[config.mk]
export PLATFORM = sky130hd
export DESIGN_NAME = bpc_top
export DESIGN_NICKNAME = d
export VERILOG_FILES = /design/src/design/bpc_pkg.sv /design/src/design/bpc_cfg_if.sv /design/src/design/bpc_size_calc.sv /design/src/design/bpc_hold_timer.sv /design/src/design/bpc_top.sv
export SDC_FILE = /design/constraint.sdc
export NUM_CORES = 1
export LEC_CHECK = 0
export ABC_CLOCK_PERIOD_IN_PS = 3300
export BUFFER_PORTS_ARGS = -buffer_cell sky130_fd_sc_hd__buf_2
export CORE_ASPECT_RATIO = 0.6
export CORE_MARGIN = 4
export CORE_UTILIZATION = 56
export CTS_CLUSTER_DIAMETER = 200
export DETAILED_ROUTE_END_ITERATION = 8
export PLACE_DENSITY = 0.85
export SYNTH_ARGS = -nofsm -noshare
export SYNTH_HDL_FRONTEND = slang
export SYNTH_SLANG_ARGS = --single-unit
[constraint.sdc]
create_clock -name clk -period 3.3 [get_ports clk]
set_input_delay 0.165 -clock clk [delete_from_list [all_inputs] [get_ports clk]]
set_output_delay 0.165 -clock clk [all_outputs]
set_load 0.02 [all_outputs]
[src/design/bpc_pkg.sv]
`default_nettype none
// ==========================================================
// shared constants of the prefetch and cache configuration
package bpc_pkg;
   // ==========================================================
   // register map, byte addresses on the AHB-Lite slave
   localparam int ADDR_W = 12;
   localparam logic [ADDR_W-1:0] OFF_PERIOD = 12'h0b4;
   localparam logic [ADDR_W-1:0] OFF_FLAGS = 12'h0b8;
   localparam logic [ADDR_W-1:0] OFF_PREFETCH = 12'h0bc;
   // ==========================================================
   // reset values
   localparam logic [31:0] RST_PERIOD = 32'h0000_0040;
   localparam logic [31:0] RST_FLAGS = 32'h0000_0000;
   localparam logic [31:0] RST_PREFETCH = 32'h030c_1143;
   // ==========================================================
   // field positions
   localparam int BIT_RETRY = 0;
   localparam int BIT_DISCARD = 2;
   localparam int BIT_MULTI_EN = 24;
   localparam int BIT_LINE_EN = 25;
   localparam int BIT_PLAIN_EN = 26;
   localparam int LSB_MULTI_SLOW = 0;
   localparam int LSB_MULTI_FAST = 6;
   localparam int LSB_LINE_SLOW = 12;
   localparam int LSB_LINE_FAST = 18;
   localparam int THR_W = 6;
   localparam int NUM_FLAGS = 2;
   localparam int FLAG_RETRY = 0;
   localparam int FLAG_DISCARD = 1;
   // ==========================================================
   // prefetch amounts in doublewords
   localparam int DW_W = 11;
   localparam logic [DW_W-1:0] DW_ONE = 11'h001;
   localparam logic [DW_W-1:0] DW_TWO = 11'h002;
   localparam logic [DW_W-1:0] DW_PER_CHUNK = 11'h010;
   localparam logic [31:0] CNT_ONE = 32'h0000_0001;
   // ==========================================================
   // AHB-Lite codes
   localparam logic [2:0] HSIZE_WORD = 3'h2;
   localparam logic HRESP_OKAY = 1'b0;
   localparam logic [31:0] WORD_ZERO = 32'h0000_0000;
   // ==========================================================
   // enumerations
   typedef enum logic [1:0] {
      CMD_READ = 2'b00,
      CMD_READ_LINE = 2'b01,
      CMD_READ_MULTI = 2'b10
   } bpc_cmd_type;
   typedef enum logic {
      HOLD_IDLE = 1'b0,
      HOLD_WAIT = 1'b1
   } bpc_hold_type;
   typedef enum logic [1:0] {
      BUS_IDLE = 2'b00,
      BUS_WRITE = 2'b01,
      BUS_READ = 2'b10
   } bpc_bus_type;
endpackage
`default_nettype wire

[src/design/bpc_cfg_if.sv]
`timescale 1ns/1ps
`default_nettype none
// ==========================================================
// configuration carried from the register file to the engines
interface bpc_cfg_if;
   logic [31:0] period;
   logic plain_en;
   logic line_en;
   logic multi_en;
   logic [5:0] line_fast;
   logic [5:0] line_slow;
   logic [5:0] multi_fast;
   logic [5:0] multi_slow;
   modport owner (output period, plain_en, line_en, multi_en,
      line_fast, line_slow, multi_fast, multi_slow);
   modport user (input period, plain_en, line_en, multi_en,
      line_fast, line_slow, multi_fast, multi_slow);
endinterface
`default_nettype wire

[src/design/bpc_size_calc.sv]
`timescale 1ns/1ps
`default_nettype none
// ==========================================================
// prefetch amount per read command
module bpc_size_calc
   import bpc_pkg::*;
(
   // clock and reset
   input wire logic clk,
   input wire logic reset,
   input wire logic clk_en,
   // configuration
   bpc_cfg_if.user cfg,
   // read request
   input wire logic req_valid,
   input wire bpc_cmd_type req_cmd,
   input wire logic bus_fast,
   input wire logic bus_wide,
   input wire logic [7:0] line_dwords,
   // answer
   output logic size_valid,
   output logic [DW_W-1:0] size_dwords
);
   logic [DW_W-1:0] next_size;
   logic [DW_W-1:0] line_dw;

   // threshold n selects (n+1) chunks of 64 bytes
   function automatic logic [DW_W-1:0] chunk_dwords(
      input logic [THR_W-1:0] fast_thr,
      input logic [THR_W-1:0] slow_thr,
      input logic fast);
      logic [DW_W-1:0] n;
      n = {{(DW_W-THR_W){1'b0}}, (fast ? fast_thr : slow_thr)};
      return (n + DW_ONE) * DW_PER_CHUNK;
   endfunction

   assign line_dw = {{(DW_W-8){1'b0}}, line_dwords};

   always_comb
   begin
      next_size = DW_ONE;
      case (req_cmd)
         CMD_READ:
            if (cfg.plain_en)
               next_size = chunk_dwords(cfg.line_fast, cfg.line_slow,
                  bus_fast);
            else
               next_size = bus_wide ? DW_TWO : DW_ONE;
         CMD_READ_LINE:
            next_size = cfg.line_en ? chunk_dwords(cfg.line_fast,
               cfg.line_slow, bus_fast) : line_dw;
         CMD_READ_MULTI:
            next_size = cfg.multi_en ? chunk_dwords(cfg.multi_fast,
               cfg.multi_slow, bus_fast) : DW_W'(line_dw << 1);
         default:
            next_size = DW_ONE;
      endcase
   end

   always_ff @(posedge clk)
   begin
      if (reset)
      begin
         size_valid <= 1'b0;
         size_dwords <= DW_ONE;
      end
      else if (clk_en)
      begin
         size_valid <= req_valid;
         if (req_valid)
            size_dwords <= next_size;
      end
   end

   plain_off_a: assert property (@(posedge clk) disable iff (reset)
      clk_en && req_valid && req_cmd == CMD_READ && !cfg.plain_en
      |=> size_dwords == ($past(bus_wide) ? DW_TWO : DW_ONE))
      else $error("plain read size wrong with prefetch off");
   plain_on_a: assert property (@(posedge clk) disable iff (reset)
      clk_en && req_valid && req_cmd == CMD_READ && cfg.plain_en
      && bus_fast && cfg.line_fast == 6'h00
      |=> size_valid && size_dwords == DW_PER_CHUNK)
      else $error("plain read size wrong with prefetch on");
   line_size_a: assert property (@(posedge clk) disable iff (reset)
      clk_en && req_valid && req_cmd == CMD_READ_LINE && !cfg.line_en
      |=> size_dwords == {3'h0, $past(line_dwords)})
      else $error("line read not one cacheline");
   multi_size_a: assert property (@(posedge clk) disable iff (reset)
      clk_en && req_valid && req_cmd == CMD_READ_MULTI && !cfg.multi_en
      |=> size_dwords == {2'h0, $past(line_dwords), 1'b0})
      else $error("multiple read not two cachelines");
   max_chunk_a: assert property (@(posedge clk) disable iff (reset)
      clk_en && req_valid && req_cmd == CMD_READ_MULTI && cfg.multi_en
      && !bus_fast && cfg.multi_slow == 6'h3f
      |=> size_dwords == 11'h400)
      else $error("largest threshold not 4096 bytes");
endmodule // bpc_size_calc
`default_nettype wire

[src/design/bpc_hold_timer.sv]
`timescale 1ns/1ps
`default_nettype none
// ==========================================================
// short-term hold of unclaimed prefetched data
module bpc_hold_timer
   import bpc_pkg::*;
(
   // clock and reset
   input wire logic clk,
   input wire logic reset,
   input wire logic clk_en,
   // configuration
   bpc_cfg_if.user cfg,
   // data events
   input wire logic park,
   input wire logic claim,
   // state
   output logic holding,
   output logic discard
);
   bpc_hold_type state;
   logic [31:0] count;

   always_ff @(posedge clk)
   begin
      if (reset)
      begin
         state <= HOLD_IDLE;
         count <= WORD_ZERO;
         holding <= 1'b0;
         discard <= 1'b0;
      end
      else if (clk_en)
      begin
         discard <= 1'b0;
         case (state)
            HOLD_IDLE:
               if (park)
               begin
                  state <= HOLD_WAIT;
                  holding <= 1'b1;
                  count <= CNT_ONE;
               end
            HOLD_WAIT:
               if (claim)
               begin
                  state <= HOLD_IDLE;
                  holding <= 1'b0;
               end
               else if (park)
                  count <= CNT_ONE;
               else if (count >= cfg.period)
               begin
                  state <= HOLD_IDLE;
                  holding <= 1'b0;
                  discard <= 1'b1;
               end
               else
                  count <= count + CNT_ONE;
            default:
            begin
               state <= HOLD_IDLE;
               holding <= 1'b0;
            end
         endcase
      end
   end

   expire_hold_a: assert property (@(posedge clk) disable iff (reset)
      clk_en && state == HOLD_WAIT && !claim && !park
      && count >= cfg.period |=> discard && !holding)
      else $error("hold period passed without discard");
   early_drop_a: assert property (@(posedge clk) disable iff (reset)
      discard |-> $past(count) >= $past(cfg.period) && $past(holding))
      else $error("data discarded before period");
endmodule // bpc_hold_timer
`default_nettype wire

[src/design/bpc_top.sv]
`timescale 1ns/1ps
`default_nettype none
// Overview of operation
// - A 32-bit writable period, reset to 64, sets how many clock cycles unclaimed prefetched data is held.
// - Bit 2 of the flags word reads one once the secondary discard timer has expired, zero before, zero at reset.
// - Bit 0 of the flags word reads one once the secondary retry timer has expired, zero before, zero at reset.
// - With plain read prefetch off, a memory read fetches one doubleword on a 32-bit bus and two on a 64-bit bus.
// - With plain read prefetch on, a memory read fetches the line threshold amount for the current bus speed.
// - A read line fetches one cacheline with line prefetch off and the line threshold when on; the enable resets to one.
// - A read multiple fetches two cachelines with multi prefetch off and the multi threshold when on; the enable resets to one.
// - The fast line threshold sits at bits 23:18, resets to 3, and applies on a 66 MHz bus.
// - The slow line threshold sits at bits 17:12, resets to 1, and applies on a 33 MHz bus.
// - The fast multi threshold sits at bits 11:6, resets to 5, and applies on a 66 MHz bus.
// - The slow multi threshold sits at bits 5:0, resets to 3, and applies on a 33 MHz bus.
// - A threshold value n stands for n+1 chunks of 64 bytes, from 64 up to 4096 bytes.
module bpc_top
   import bpc_pkg::*;
(
   // clock, reset, enable
   input wire logic clk,
   input wire logic reset,
   input wire logic clk_en,
   // AHB-Lite slave
   input wire logic hsel,
   input wire logic [31:0] haddr,
   input wire logic [1:0] htrans,
   input wire logic hwrite,
   input wire logic [2:0] hsize,
   input wire logic [31:0] hwdata,
   input wire logic hready,
   output logic [31:0] hrdata,
   output logic hreadyout,
   output logic hresp,
   // timer events
   input wire logic retry_timer_expired,
   input wire logic retry_timer_restart,
   input wire logic discard_timer_expired,
   input wire logic discard_timer_restart,
   output logic retry_expired_flag,
   output logic discard_expired_flag,
   // read requests from the secondary bus
   input wire logic req_valid,
   input wire bpc_cmd_type req_cmd,
   input wire logic bus_fast,
   input wire logic bus_wide,
   input wire logic [7:0] line_dwords,
   output logic size_valid,
   output logic [DW_W-1:0] size_dwords,
   // prefetched data hold
   input wire logic data_parked,
   input wire logic data_claimed,
   output logic cache_holding,
   output logic cache_discard
);
   // ==========================================================
   // register storage
   logic [31:0] cache_hold_cycles;
   logic plain_read_prefetch_en;
   logic line_read_prefetch_en;
   logic multi_read_prefetch_en;
   logic [THR_W-1:0] line_threshold_fast;
   logic [THR_W-1:0] line_threshold_slow;
   logic [THR_W-1:0] multi_threshold_fast;
   logic [THR_W-1:0] multi_threshold_slow;
   logic [NUM_FLAGS-1:0] expired;
   logic [NUM_FLAGS-1:0] flag_set;
   logic [NUM_FLAGS-1:0] flag_clear;

   // ==========================================================
   // bus phase tracking
   bpc_bus_type phase;
   logic [ADDR_W-1:0] dp_addr;
   logic addr_take;
   logic reg_write;
   logic [31:0] read_word;

   function automatic logic hits(input logic [ADDR_W-1:0] addr,
      input logic [ADDR_W-1:0] offset);
      return addr == offset;
   endfunction

   assign addr_take = hsel && htrans[1] && hready;
   assign reg_write = (phase == BUS_WRITE) && hready;

   // reads take one wait state so hrdata can come from a flop
   always_ff @(posedge clk)
   begin
      if (reset)
      begin
         phase <= BUS_IDLE;
         dp_addr <= '0;
      end
      else if (clk_en && hready)
      begin
         if (addr_take && hsize == HSIZE_WORD)
         begin
            phase <= hwrite ? BUS_WRITE : BUS_READ;
            dp_addr <= haddr[ADDR_W-1:0];
         end
         else
            phase <= BUS_IDLE;
      end
   end

   always_ff @(posedge clk)
   begin
      if (reset)
      begin
         hreadyout <= 1'b1;
         hrdata <= WORD_ZERO;
      end
      else if (clk_en)
      begin
         if (addr_take && hsize == HSIZE_WORD && !hwrite)
            hreadyout <= 1'b0;
         else if (phase == BUS_READ && !hreadyout)
         begin
            hreadyout <= 1'b1;
            hrdata <= read_word;
         end
      end
   end

   // only OKAY is ever answered, unmapped words included
   always_ff @(posedge clk)
   begin
      if (reset)
         hresp <= HRESP_OKAY;
      else if (clk_en)
         hresp <= HRESP_OKAY;
   end

   // ==========================================================
   // read mux, reserved bits zero
   always_comb
   begin
      read_word = WORD_ZERO;
      if (hits(dp_addr, OFF_PERIOD))
         read_word = cache_hold_cycles;
      else if (hits(dp_addr, OFF_FLAGS))
      begin
         read_word[BIT_DISCARD] = expired[FLAG_DISCARD];
         read_word[BIT_RETRY] = expired[FLAG_RETRY];
      end
      else if (hits(dp_addr, OFF_PREFETCH))
      begin
         read_word[BIT_PLAIN_EN] = plain_read_prefetch_en;
         read_word[BIT_LINE_EN] = line_read_prefetch_en;
         read_word[BIT_MULTI_EN] = multi_read_prefetch_en;
         read_word[LSB_LINE_FAST +: THR_W] = line_threshold_fast;
         read_word[LSB_LINE_SLOW +: THR_W] = line_threshold_slow;
         read_word[LSB_MULTI_FAST +: THR_W] = multi_threshold_fast;
         read_word[LSB_MULTI_SLOW +: THR_W] = multi_threshold_slow;
      end
   end

   // ==========================================================
   // writable registers
   always_ff @(posedge clk)
   begin
      if (reset)
         cache_hold_cycles <= RST_PERIOD;
      else if (clk_en && reg_write && hits(dp_addr, OFF_PERIOD))
         cache_hold_cycles <= hwdata;
   end

   always_ff @(posedge clk)
   begin
      if (reset)
      begin
         plain_read_prefetch_en <= RST_PREFETCH[BIT_PLAIN_EN];
         line_read_prefetch_en <= RST_PREFETCH[BIT_LINE_EN];
         multi_read_prefetch_en <= RST_PREFETCH[BIT_MULTI_EN];
         line_threshold_fast <= RST_PREFETCH[LSB_LINE_FAST +: THR_W];
         line_threshold_slow <= RST_PREFETCH[LSB_LINE_SLOW +: THR_W];
         multi_threshold_fast <= RST_PREFETCH[LSB_MULTI_FAST +: THR_W];
         multi_threshold_slow <= RST_PREFETCH[LSB_MULTI_SLOW +: THR_W];
      end
      else if (clk_en && reg_write && hits(dp_addr, OFF_PREFETCH))
      begin
         plain_read_prefetch_en <= hwdata[BIT_PLAIN_EN];
         line_read_prefetch_en <= hwdata[BIT_LINE_EN];
         multi_read_prefetch_en <= hwdata[BIT_MULTI_EN];
         line_threshold_fast <= hwdata[LSB_LINE_FAST +: THR_W];
         line_threshold_slow <= hwdata[LSB_LINE_SLOW +: THR_W];
         multi_threshold_fast <= hwdata[LSB_MULTI_FAST +: THR_W];
         multi_threshold_slow <= hwdata[LSB_MULTI_SLOW +: THR_W];
      end
   end

   // ==========================================================
   // expiry flags: set wins over a simultaneous restart
   assign flag_set[FLAG_RETRY] = retry_timer_expired;
   assign flag_set[FLAG_DISCARD] = discard_timer_expired;
   assign flag_clear[FLAG_RETRY] = retry_timer_restart;
   assign flag_clear[FLAG_DISCARD] = discard_timer_restart;

   generate
      for (genvar i = 0; i < NUM_FLAGS; i++)
      begin : g_flag
         always_ff @(posedge clk)
         begin
            if (reset)
               expired[i] <= RST_FLAGS[i];
            else if (clk_en)
            begin
               if (flag_set[i])
                  expired[i] <= 1'b1;
               else if (flag_clear[i])
                  expired[i] <= 1'b0;
            end
         end
      end
   endgenerate

   assign retry_expired_flag = expired[FLAG_RETRY];
   assign discard_expired_flag = expired[FLAG_DISCARD];

   // ==========================================================
   // engines
   bpc_cfg_if cfg ();

   assign cfg.period = cache_hold_cycles;
   assign cfg.plain_en = plain_read_prefetch_en;
   assign cfg.line_en = line_read_prefetch_en;
   assign cfg.multi_en = multi_read_prefetch_en;
   assign cfg.line_fast = line_threshold_fast;
   assign cfg.line_slow = line_threshold_slow;
   assign cfg.multi_fast = multi_threshold_fast;
   assign cfg.multi_slow = multi_threshold_slow;

   bpc_size_calc u_size (
      .clk(clk),
      .reset(reset),
      .clk_en(clk_en),
      .cfg(cfg),
      .req_valid(req_valid),
      .req_cmd(req_cmd),
      .bus_fast(bus_fast),
      .bus_wide(bus_wide),
      .line_dwords(line_dwords),
      .size_valid(size_valid),
      .size_dwords(size_dwords)
   );

   bpc_hold_timer u_hold (
      .clk(clk),
      .reset(reset),
      .clk_en(clk_en),
      .cfg(cfg),
      .park(data_parked),
      .claim(data_claimed),
      .holding(cache_holding),
      .discard(cache_discard)
   );

   // ==========================================================
   // checks
   period_write_a: assert property (@(posedge clk) disable iff (reset)
      clk_en && reg_write && dp_addr == OFF_PERIOD
      |=> cache_hold_cycles == $past(hwdata))
      else $error("period write not taken");
   discard_flag_a: assert property (@(posedge clk) disable iff (reset)
      clk_en && discard_timer_expired
      |=> discard_expired_flag ##1 (phase != BUS_READ || hreadyout
      || dp_addr != OFF_FLAGS || read_word[BIT_DISCARD]))
      else $error("discard flag not set on expiry");
   retry_flag_a: assert property (@(posedge clk) disable iff (reset)
      clk_en && retry_timer_expired && !retry_timer_restart
      |=> retry_expired_flag)
      else $error("retry flag not set on expiry");
   retry_clear_a: assert property (@(posedge clk) disable iff (reset)
      clk_en && retry_timer_restart && !retry_timer_expired
      |=> !retry_expired_flag)
      else $error("retry flag not cleared on restart");
   line_fast_a: assert property (@(posedge clk) disable iff (reset)
      clk_en && reg_write && dp_addr == OFF_PREFETCH
      |=> line_threshold_fast == $past(hwdata[23:18]))
      else $error("fast line threshold misplaced");
   line_slow_a: assert property (@(posedge clk) disable iff (reset)
      clk_en && reg_write && dp_addr == OFF_PREFETCH
      |=> line_threshold_slow == $past(hwdata[17:12]))
      else $error("slow line threshold misplaced");
   multi_fast_a: assert property (@(posedge clk) disable iff (reset)
      clk_en && reg_write && dp_addr == OFF_PREFETCH
      |=> multi_threshold_fast == $past(hwdata[11:6]))
      else $error("fast multi threshold misplaced");
   multi_slow_a: assert property (@(posedge clk) disable iff (reset)
      clk_en && reg_write && dp_addr == OFF_PREFETCH
      |=> multi_threshold_slow == $past(hwdata[5:0]))
      else $error("slow multi threshold misplaced");
   read_wait_a: assert property (@(posedge clk) disable iff (reset)
      clk_en && addr_take && hsize == HSIZE_WORD && !hwrite
      |=> !hreadyout ##1 hreadyout)
      else $error("read wait state not one cycle");
endmodule // bpc_top
`default_nettype wire

======== Word level (Yosys, flattened, before mapping) ========
Cells that the tools add are included.
storage, ports and cells
  bits in registers ....................... 155
  input port bits ......................... 94
  output and inout port bits .............. 50
  logic and storage cells ................. 104
cells by class
  add/sub/neg operators ................... 3
  order comparisons ....................... 1
  eq/ne operators ......................... 13
  multiplexer cells ....................... 41
  bitwise operators ....................... 2
  reductions and logical operators ........ 24
operator list
  kind                                                               count
  32-bit two-way mux                                                 4
  32-bit case mux with 2 select lines                                1
  27-bit two-way mux                                                 2
  12-bit by 8-bit == test with 1-bit output (second input constant)  3
  11-bit two-way mux                                                 3
  11-bit case mux with 3 select lines                                1
  32-bit by 1-bit adder with 32-bit output (second input constant)   1
  32-bit >= comparator                                               1
  24-bit two-way mux                                                 1
  1-bit two-way mux                                                  21
  6-bit by 1-bit adder with 7-bit output (second input constant)     2
  6-bit two-way mux                                                  2
  1-bit logical AND                                                  10
  2-bit AND reduction                                                5
  3-bit inequality test (second input constant)                      3
  4-bit AND reduction                                                2
  2-bit two-way mux                                                  3
  2-bit nonzero test                                                 3
  5-bit two-way mux                                                  1
  2-bit by 1-bit == test with 1-bit output (second input constant)   2
  2-bit == test (second input constant)                              2
  2-bit inequality test (second input constant)                      2
  1-bit case mux with 2 select lines                                 2
  3-bit by 2-bit == test with 1-bit output (second input constant)   1
  other kinds (4)                                                    6

======== Logic depth before layout (Yosys ltp) ========
Gate-level depths: netlist of the first run.
  depth in word-level cells ............... 6
  depth in mapped cells ................... 10
  mapped depth without buffers ............ 8

======== Cells and area by module ========
From an unflattened synthesis of the first run, not the netlist that was laid out.
second synthesis, totals
  cell total of the unflattened synthesis .. 922
  area total of the unflattened synthesis .. 7987.7 µm²
by module, submodules not included
  module          instances  cells an instance  area each (µm²)  seq. area each (µm²)
  bpc_top         1          448                4224.1           2162.1
  bpc_hold_timer  1          343                2667.6           700.7
  bpc_size_calc   1          131                1096.1           240.2

======== Least setup slack after synthesis of the first run ========
OpenSTA, ideal clock, no wires.
  path kind ............................... reg-to-reg
  start point ............................. register cache_hold_cycles[17]
  end point ............................... register u_hold.count[21]
  arrival time ............................ 2.195 ns
  required time ........................... 3.184 ns
  path slack .............................. 0.989 ns
  stages on the path, launching flop included .. 10
  path through ............................ dfxtp_1 inv_1 ha_1 a21o_1 a221o_1 a22oi_2 nand2_2 clkbuf_1 o311a_1 a31o_1
between the ends
  longest elaborated chain between the ends .. 3
RTL lines
  element                          line                  source
  from (decl)                      bpc_top.sv:57         logic [31:0] cache_hold_cycles;
  from (signal assigned)           bpc_top.sv:164        cache_hold_cycles <= hwdata;
  32-bit >= comparator             bpc_hold_timer.sv:52  else if (count >= cfg.period)
  3-bit inequality test (no line)  --
  4-bit AND reduction (no line)    --
  to (signal assigned)             bpc_hold_timer.sv:59  count <= count + CNT_ONE;
  to (decl)                        bpc_hold_timer.sv:22  logic [31:0] count;
No other way between the ends.
A chain may end at the register's enable or synchronous reset.

======== Final worst setup path of the first run ========
  start point ............................. register u_hold.count[15]
  end point ............................... register u_hold.count[26]
between the ends
  longest elaborated chain between the ends .. 5
RTL lines
  element                                   line                  source
  32-bit by 1-bit adder with 32-bit output  bpc_hold_timer.sv:59
  32-bit two-way mux                        bpc_hold_timer.sv:52
  32-bit two-way mux                        bpc_hold_timer.sv:50  else if (park)
  32-bit two-way mux                        bpc_hold_timer.sv:45  if (claim)
  32-bit case mux with 2 select lines       bpc_hold_timer.sv:36  case (state)
Several ways; a longest one is shown, not always the timed one. The select of a mux whose other input is x is not followed.

==> metrics.cfg, run 1 <==
[status]
status=finished clean

[hold_path]
hold_path.class=input port to flop

[critical_path]
crit_path_end=u_hold.count[26]$_SDFFE_PP0P_
startpoint_type=flop
cp_common_cell=a21oi_1
critPathMaxStageDelay_ps=680
critPathBufInv=0
critical_path.top_delay_family=compound AO/OA/AOI/OAI gates
timing.rr.end=u_hold.count[26]$_SDFFE_PP0P_
arrival_ps=3160
end_kind=flop
cp_max_fo=15
path_cells=ha_1 > a21oi_1 > o21ai_0 > a21oi_1 > a311o_1 > nand3_1 > o41ai_1
reg2reg_slack_ps=460
path_class=flop to flop
crit_cells=7
r2r_cells=7
cp-startpoint=u_hold.count[15]$_SDFFE_PP0P_
slowest_stage=a311o_1
rr_startpoint=u_hold.count[15]$_SDFFE_PP0P_
cp.required_ps=3620

[sta]
worstMarginPinSlew_ps=986
hold_viol=0
period_share_pct=85.9
relSlewSlack_pct=34.0
grt_setup_unrepaired=false
min_period_ps=2840
drv_slew=0
setup_viol=0
worst_clock_skew_ps=8.69
finalSetupTns_ps=0
max_freq_mhz=353
layout_setup_ws_ps=464

[placement]
place_hpwl_um=15800
placed_cell_area_um2=8690
numPortBuffers=121
gp_congestion=0.961
place_ws_ps=579
dp_cells=1185

[routing]
drcViolationCount=0
wl_um=22900
wl_per_cell_um=18.5
drtAntennaViolNets=0
dr_total_vias=7520
dr.pass1.iters=5
routed_via_density=6.05
drtIter0Drc=923

[layout]
nNetsFinal=1166
drive_gt1_share_pct=18.2
multi_input_area_um2=4410
design_area_um2=9450
post-route-util_pct=68.6
seqCellArea_um2=3100
instances_no_fill=1242
area_growth_pct=18.7
fillers=1070

[floorplan]
io_pins=144
start_util_pct=57.7
rows=33
die_w_um=162
core_um2=13800
die_height_um=100
dieArea_um2=16300

[yosys]
synth_largest_area_cell=dfxtp_1
async_flop_share_pct=0
syn-num-nets=1038
synth_top_area_share_pct=39.0
ys_top_cells_by_area=dfxtp_1, mux2i_1, ha_1
synth_edf_count=0
synth_top_flop_cell=dfxtp_1
synth_cell_types=68
ys_seq_elements=155
syn_inst=909
syn_area_per_cell_um2=8.76
syn_area_um2=7960
yosysSeqAreaShare_pct=39.0
synth_warnings=0

[cts]
clk_pin_slew_ps=70
cts_sinks=155
tritoncts=yes
cts_setup_buffers=0
htree_levels=4
clock_latency_ps=430
cts_buffer_depth=2
cts-root-buf=clkbuf_16
cts_inserted_buffers=17

[grt]
grt_pass1_wl_um=37500
track_usage_pct=28.5
gr-total-overflow=0
antenna_found_initial=0
grt_pass1_vias=7234
grt_max_degree=78

[power]
p_per_area_nw_per_um2=414
p_leak_nw=3.83
peakVddDrop_mv=0.341

[flow_run]
maxCapViolCount=0

==> cells in the mapped netlist, types with 6 or more instances <==
cell	n
xor2_1	9
a31o_2	9
mux2_2	8
a211o_1	12
nor4_1	6
nor2_1	104
nand3_1	27
o311a_1	9
mux2i_1	93
buf_2	15
nand4_1	11
and4_1	7
a21o_1	10
dfxtp_1	155
and2_1	8
o21ai_0	52
o211ai_1	8
nor3_1	20
and3_1	13
inv_1	60
nand2_1	68
a31oi_1	7
ha_1	35
clkbuf_1	26
o41ai_1	6
a221oi_1	7
a21oi_1	30
==> how the worst min path moves through the flow <==
stage            startpoint                                  to  cells after the start
2_1_floorplan  data_claimed         u_hold.holding$_SDFFE_PP0P_                      1
3_3_place_gp      hwdata[6]   cache_hold_cycles[6]$_SDFFE_PP1P_                      2
5_1_grt          hwdata[14]  cache_hold_cycles[14]$_SDFFE_PP0P_                      3
6_report         hwdata[22]       cfg.line_fast[4]$_SDFFE_PP0P_                      3
4_1_cts           hwdata[4]      cfg.multi_slow[4]$_SDFFE_PP0P_                      3
3_5_place_dp      hwdata[6]   cache_hold_cycles[6]$_SDFFE_PP1P_                      2
==> metrics by stage <==
stage | hold WS [ps] | power, W
4_1_cts | 2.25 | 0.00390
2_1_floorplan | 269 | 0.00207
3_3_place_gp | 391 | 0.00216
3_5_place_dp | 402 | 0.00216
6_report | 2.30 | 0.00391
5_1_grt | 13.7 | 0.00403
==> power by group <==
group,internal (W),total (W),switching (W),leakage (nW)
registers,0.00189,0.00190,0.0000128,1.25
logic,0.000102,0.000258,0.000156,2.33
clock network,0.000955,0.00176,0.000803,0.246
==> cells in the final DEF, fill, tap and decap left out, types with 9 or more instances in the layout <==
master / netlist / routed
a211o_1: 12 / 12
a21o_1: 10 / 10
a21oi_1: 30 / 30
a31o_2: 9 / 9
and3_1: 13 / 13
buf_2: 15 / 120
buf_4: 4 / 14
clkbuf_16: 0 / 17
dfxtp_1: 155 / 154
dlygate4sd3_1: 0 / 25
ha_1: 35 / 35
inv_1: 60 / 60
mux2i_1: 93 / 93
nand2_1: 68 / 68
nand3_1: 27 / 27
nand4_1: 11 / 11
nor2_1: 104 / 104
nor3_1: 20 / 20
o21ai_0: 52 / 52
o311a_1: 9 / 9
xor2_1: 9 / 9
==> layout make-up <==
class                           instances  share of cell area [%]
Inverter                               61                    2.42
Timing Repair Buffer                  159                    10.1
Antenna cell                            1                  0.0265
Clock buffer                           20                    4.62
Clock inverter                         11                   0.781
Sequential cell                       155                    32.8
Tap cell                              192                    2.54
Multi-Input combinational cell        643                    46.7
==> registers in the layout, indices dropped and copies added, names as in the netlist, 6 cells and up <==
register,flops
cache_hold_cycles,32
hrdata,32
u_hold.count,32
dp_addr,12
u_size.size_dwords,11
cfg.line_fast,6
cfg.line_slow,6
cfg.multi_fast,6
cfg.multi_slow,6
==> worst register-to-register path, delay by kind of cell (launching register included) <==
kind | cells | cell delay [ps]
flip-flops | 1 | 440
AND/OR/NAND/NOR | 1 | 350
AO/OA/AOI/OAI | 5 | 1650
adder cells (fa/ha/maj) | 1 | 300
==> routing by layer <==
layer,GRT usage (%),vias up,part of all wire (%),wire length [um]
li1,-,3548,-,-
met1,41.0,3554,45,10400
met2,43.4,377,43,9870
met3,5.50,41,9.7,2240
met4,9.10,0,1.7,390
met5,0,-,0,0
==> what timing repair did <==
item,CTS,global route
resized for setup,0,0
endpoints found under the hold margin,28,0
hold buffers,25,0
==> logic make-up after synthesis <==
kind of cell               share of synthesized area (%)
and+or+nand+nor                                     18.2
AOI/OAI and AO/OA                                   17.6
DFF                                                 39.0
buffers and inverters                               5.78
muxes                                               12.8
adders and majority gates                           5.50
xor gates and xnor gates                            1.10
other                                             0.0471
Note: power is estimated with default switching activity, not from simulation.
==> run 2, diff against run 1 <==
--- a/config.mk
+++ b/config.mk
@@ -8,8 +8,9 @@
 export ABC_CLOCK_PERIOD_IN_PS = 3300
 export BUFFER_PORTS_ARGS = -buffer_cell sky130_fd_sc_hd__buf_2
 export CORE_ASPECT_RATIO = 0.6
-export CORE_MARGIN = 4
+export CORE_MARGIN = 1
 export CORE_UTILIZATION = 56
+export CTS_BUF_LIST = sky130_fd_sc_hd__clkbuf_8
 export CTS_CLUSTER_DIAMETER = 200
 export DETAILED_ROUTE_END_ITERATION = 8
 export PLACE_DENSITY = 0.85
==> run 2 against run 1 <==
  * Critical path depth down 1
  * Sequential power hardly changed
  * Worst setup slack improved by 100 ps
  * Clock power is 11% lower
  * Global-route usage is 3.0 points higher
  * Total power down 4.6%
  * Combinational power grew 6%
  * Design area rose by 1.1%
  * Sequential share of layout area decreased by 0.35 points
  * Highest routed layer unchanged
==> metrics.cfg, run 2 (synthesis results as in run 1) <==
[routing]
routed_via_density=5.93  ; -2.1%
wl_um=22500  ; -2.1%
drtIter0Drc=604  ; -35%
drtAntennaViolNets=0  ; unchanged
wl_per_cell_um=17.8  ; -3.5%
drcViolationCount=0  ; unchanged
dr_total_vias=7477  ; -0.57%
dr.pass1.iters=5  ; unchanged

[power]
seq_power_share_pct=50.8  ; +2.3 points
p_leak_nw=3.87  ; +1.3%
p_clk_share_pct=41.9  ; -3.0 points
power_frac_comb_pct=7.3  ; +0.7 points
p_int_w=0.00281  ; -4.5%
p_per_area_nw_per_um2=391  ; -5.6%
p_sw_share_pct=24.7  ; -0.11 points
power.switching_w=0.000923  ; -5.0%
peakVddDrop_mv=0.258  ; -24%

[critical_path]
reg2reg_slack_ps=560  ; +100 ps
path_cells=nand3b_1 > or3_1 > inv_1 > nand3_1 > nor2_2 > a31o_2
critical_path.top_delay_family=simple AND/OR/NAND/NOR gates
critPathBufInv=1  ; +1
cp.required_ps=3710  ; +90 ps
slowest_stage=nor2_2
cp-startpoint=u_hold.state$_SDFFE_PP0P_
r2r_cells=6  ; -1
timing.rr.end=u_hold.count[4]$_SDFFE_PP0P_
rr_startpoint=u_hold.state$_SDFFE_PP0P_
end_kind=flop
path_class=flop to flop
startpoint_type=flop
critPathMaxStageDelay_ps=590  ; -90 ps
arrival_ps=3150  ; about the same
cp_max_fo=14  ; -1

[cts]
cts_inserted_buffers=17  ; unchanged
cts_resized=0  ; unchanged
cts-root-buf=clkbuf_8
tritoncts=yes
htree_levels=4  ; unchanged
cts_sinks=155  ; unchanged
clock_latency_ps=460  ; +30 ps
clk_pin_slew_ps=90  ; +20 ps
cts_setup_buffers=0  ; unchanged
postCtsHoldBufs=45  ; +80%
cts_buffer_depth=2  ; unchanged

[floorplan]
die_w_um=156  ; -3.7%
io_pins=144  ; unchanged
rows=33  ; unchanged
dieArea_um2=14700  ; -9.5%
die_height_um=94.4  ; -6.0%
start_util_pct=57.9  ; +0.17 points
core_um2=13700  ; -0.30%

[grt]
grt_pass1_wl_um=36200  ; -3.3%
antenna_found_initial=0  ; unchanged
gr-total-overflow=0  ; unchanged
grt_max_degree=79  ; +1.3%
track_usage_pct=31.5  ; +3.0 points
grt_pass1_vias=7071  ; -2.3%

[layout]
area_growth_pct=20.0
drive_gt1_share_pct=17.9  ; -0.34 points
final_common_cell=dfxtp_1
design_area_um2=9560  ; +1.1%
largest_registers=cache_hold_cycles: 32 flops, hrdata: 32 flops, u_hold.count: 32 flops
final_cell_mix=dfxtp_1, buf_2, nor2_1, mux2i_1, nand2_1
nNetsFinal=1186  ; +1.7%
diodes=0  ; -1

[placement]
place_hpwl_um=15500  ; -2.1%
gp_congestion=0.949  ; -1.3%
placed_cell_area_um2=8690  ; unchanged
place_ws_ps=653  ; +74.7 ps
numPortBuffers=121  ; unchanged

[sta]
min_period_ps=2740  ; -99.9 ps
relSlewSlack_pct=45.4  ; +11 points
grt_setup_unrepaired=false
finalSetupTns_ps=0  ; unchanged
worstMarginPinSlew_ps=819  ; -167 ps
hold_viol=0  ; unchanged
max_freq_mhz=366  ; +3.7%
worst_clock_skew_ps=14.7  ; +5.98 ps
period_share_pct=82.9  ; -3.0 points
setup_viol=0  ; unchanged
layout_setup_ws_ps=564  ; +99.9 ps
drv_slew=0  ; unchanged

[hold_path]
min_from=hwdata[10]
whs_endpoint=cache_hold_cycles[10]$_SDFFE_PP0P_
hold_path.class=input port to flop
min_path_cells=3  ; unchanged

[status]
status=finished clean

[flow_run]
maxCapViolCount=0  ; unchanged

## run 2: area by class of cell
type,count,area [um^2]
Sequential cell,155,3100
Tap cell,192,240
Fill cell,1053,4190
Multi-Input combinational cell,643,4410
Inverter,61,229
Clock inverter,14,181
Clock buffer,17,234
Timing Repair Buffer,179,1160
## run 2: per-stage QoR
stage	instances	utilization, %	hold WS (ps)	total power (W)
after global placement	1185	63.2	390	0.00216
after CTS	1261	69.5	3.60	0.00372
final	1261	69.5	10.8	0.00373
after detailed placement	1185	63.2	406	0.00216
after floorplan	909	-	269	0.00207
after global routing	1261	69.5	25.0	0.00384
## run 2: metal layers
metal / part of all wire [%] / track usage, % / up-vias / wire length, um
li1: - / - / 3578 / -
met1: 45 / 42.9 / 3487 / 10200
met2: 43 / 48.8 / 375 / 9700
met3: 9.8 / 8.40 / 37 / 2200
met4: 1.5 / 9.64 / 0 / 337
met5: 0 / 0 / - / 0
## run 2: worst max path at each step
stage	depth (start not counted)	slack [ps]	endpoint
after detailed placement	9	650	u_hold.count[28]$_SDFFE_PP0P_
final	6	560	u_hold.count[4]$_SDFFE_PP0P_
after floorplan	9	990	u_hold.count[21]$_SDFFE_PP0P_
after global routing	8	440	u_hold.count[28]$_SDFFE_PP0P_
after global placement	9	700	u_hold.count[28]$_SDFFE_PP0P_
after CTS	8	620	u_hold.holding$_SDFFE_PP0P_
## run 2: power groups by stage
stage / logic, W / clock network, W / registers, W
after floorplan: 0.000114 / 0 / 0.00195
after global placement: 0.000217 / 0 / 0.00194
after detailed placement: 0.000222 / 0 / 0.00194
after CTS: 0.000264 / 0.00156 / 0.00190
after global routing: 0.000296 / 0.00164 / 0.00190
final: 0.000274 / 0.00157 / 0.00190
## run 2: tightest hold or removal path, cell delays in order
cell	delay, ps
buf_2	110
mux2i_1	80
nor2_1	70
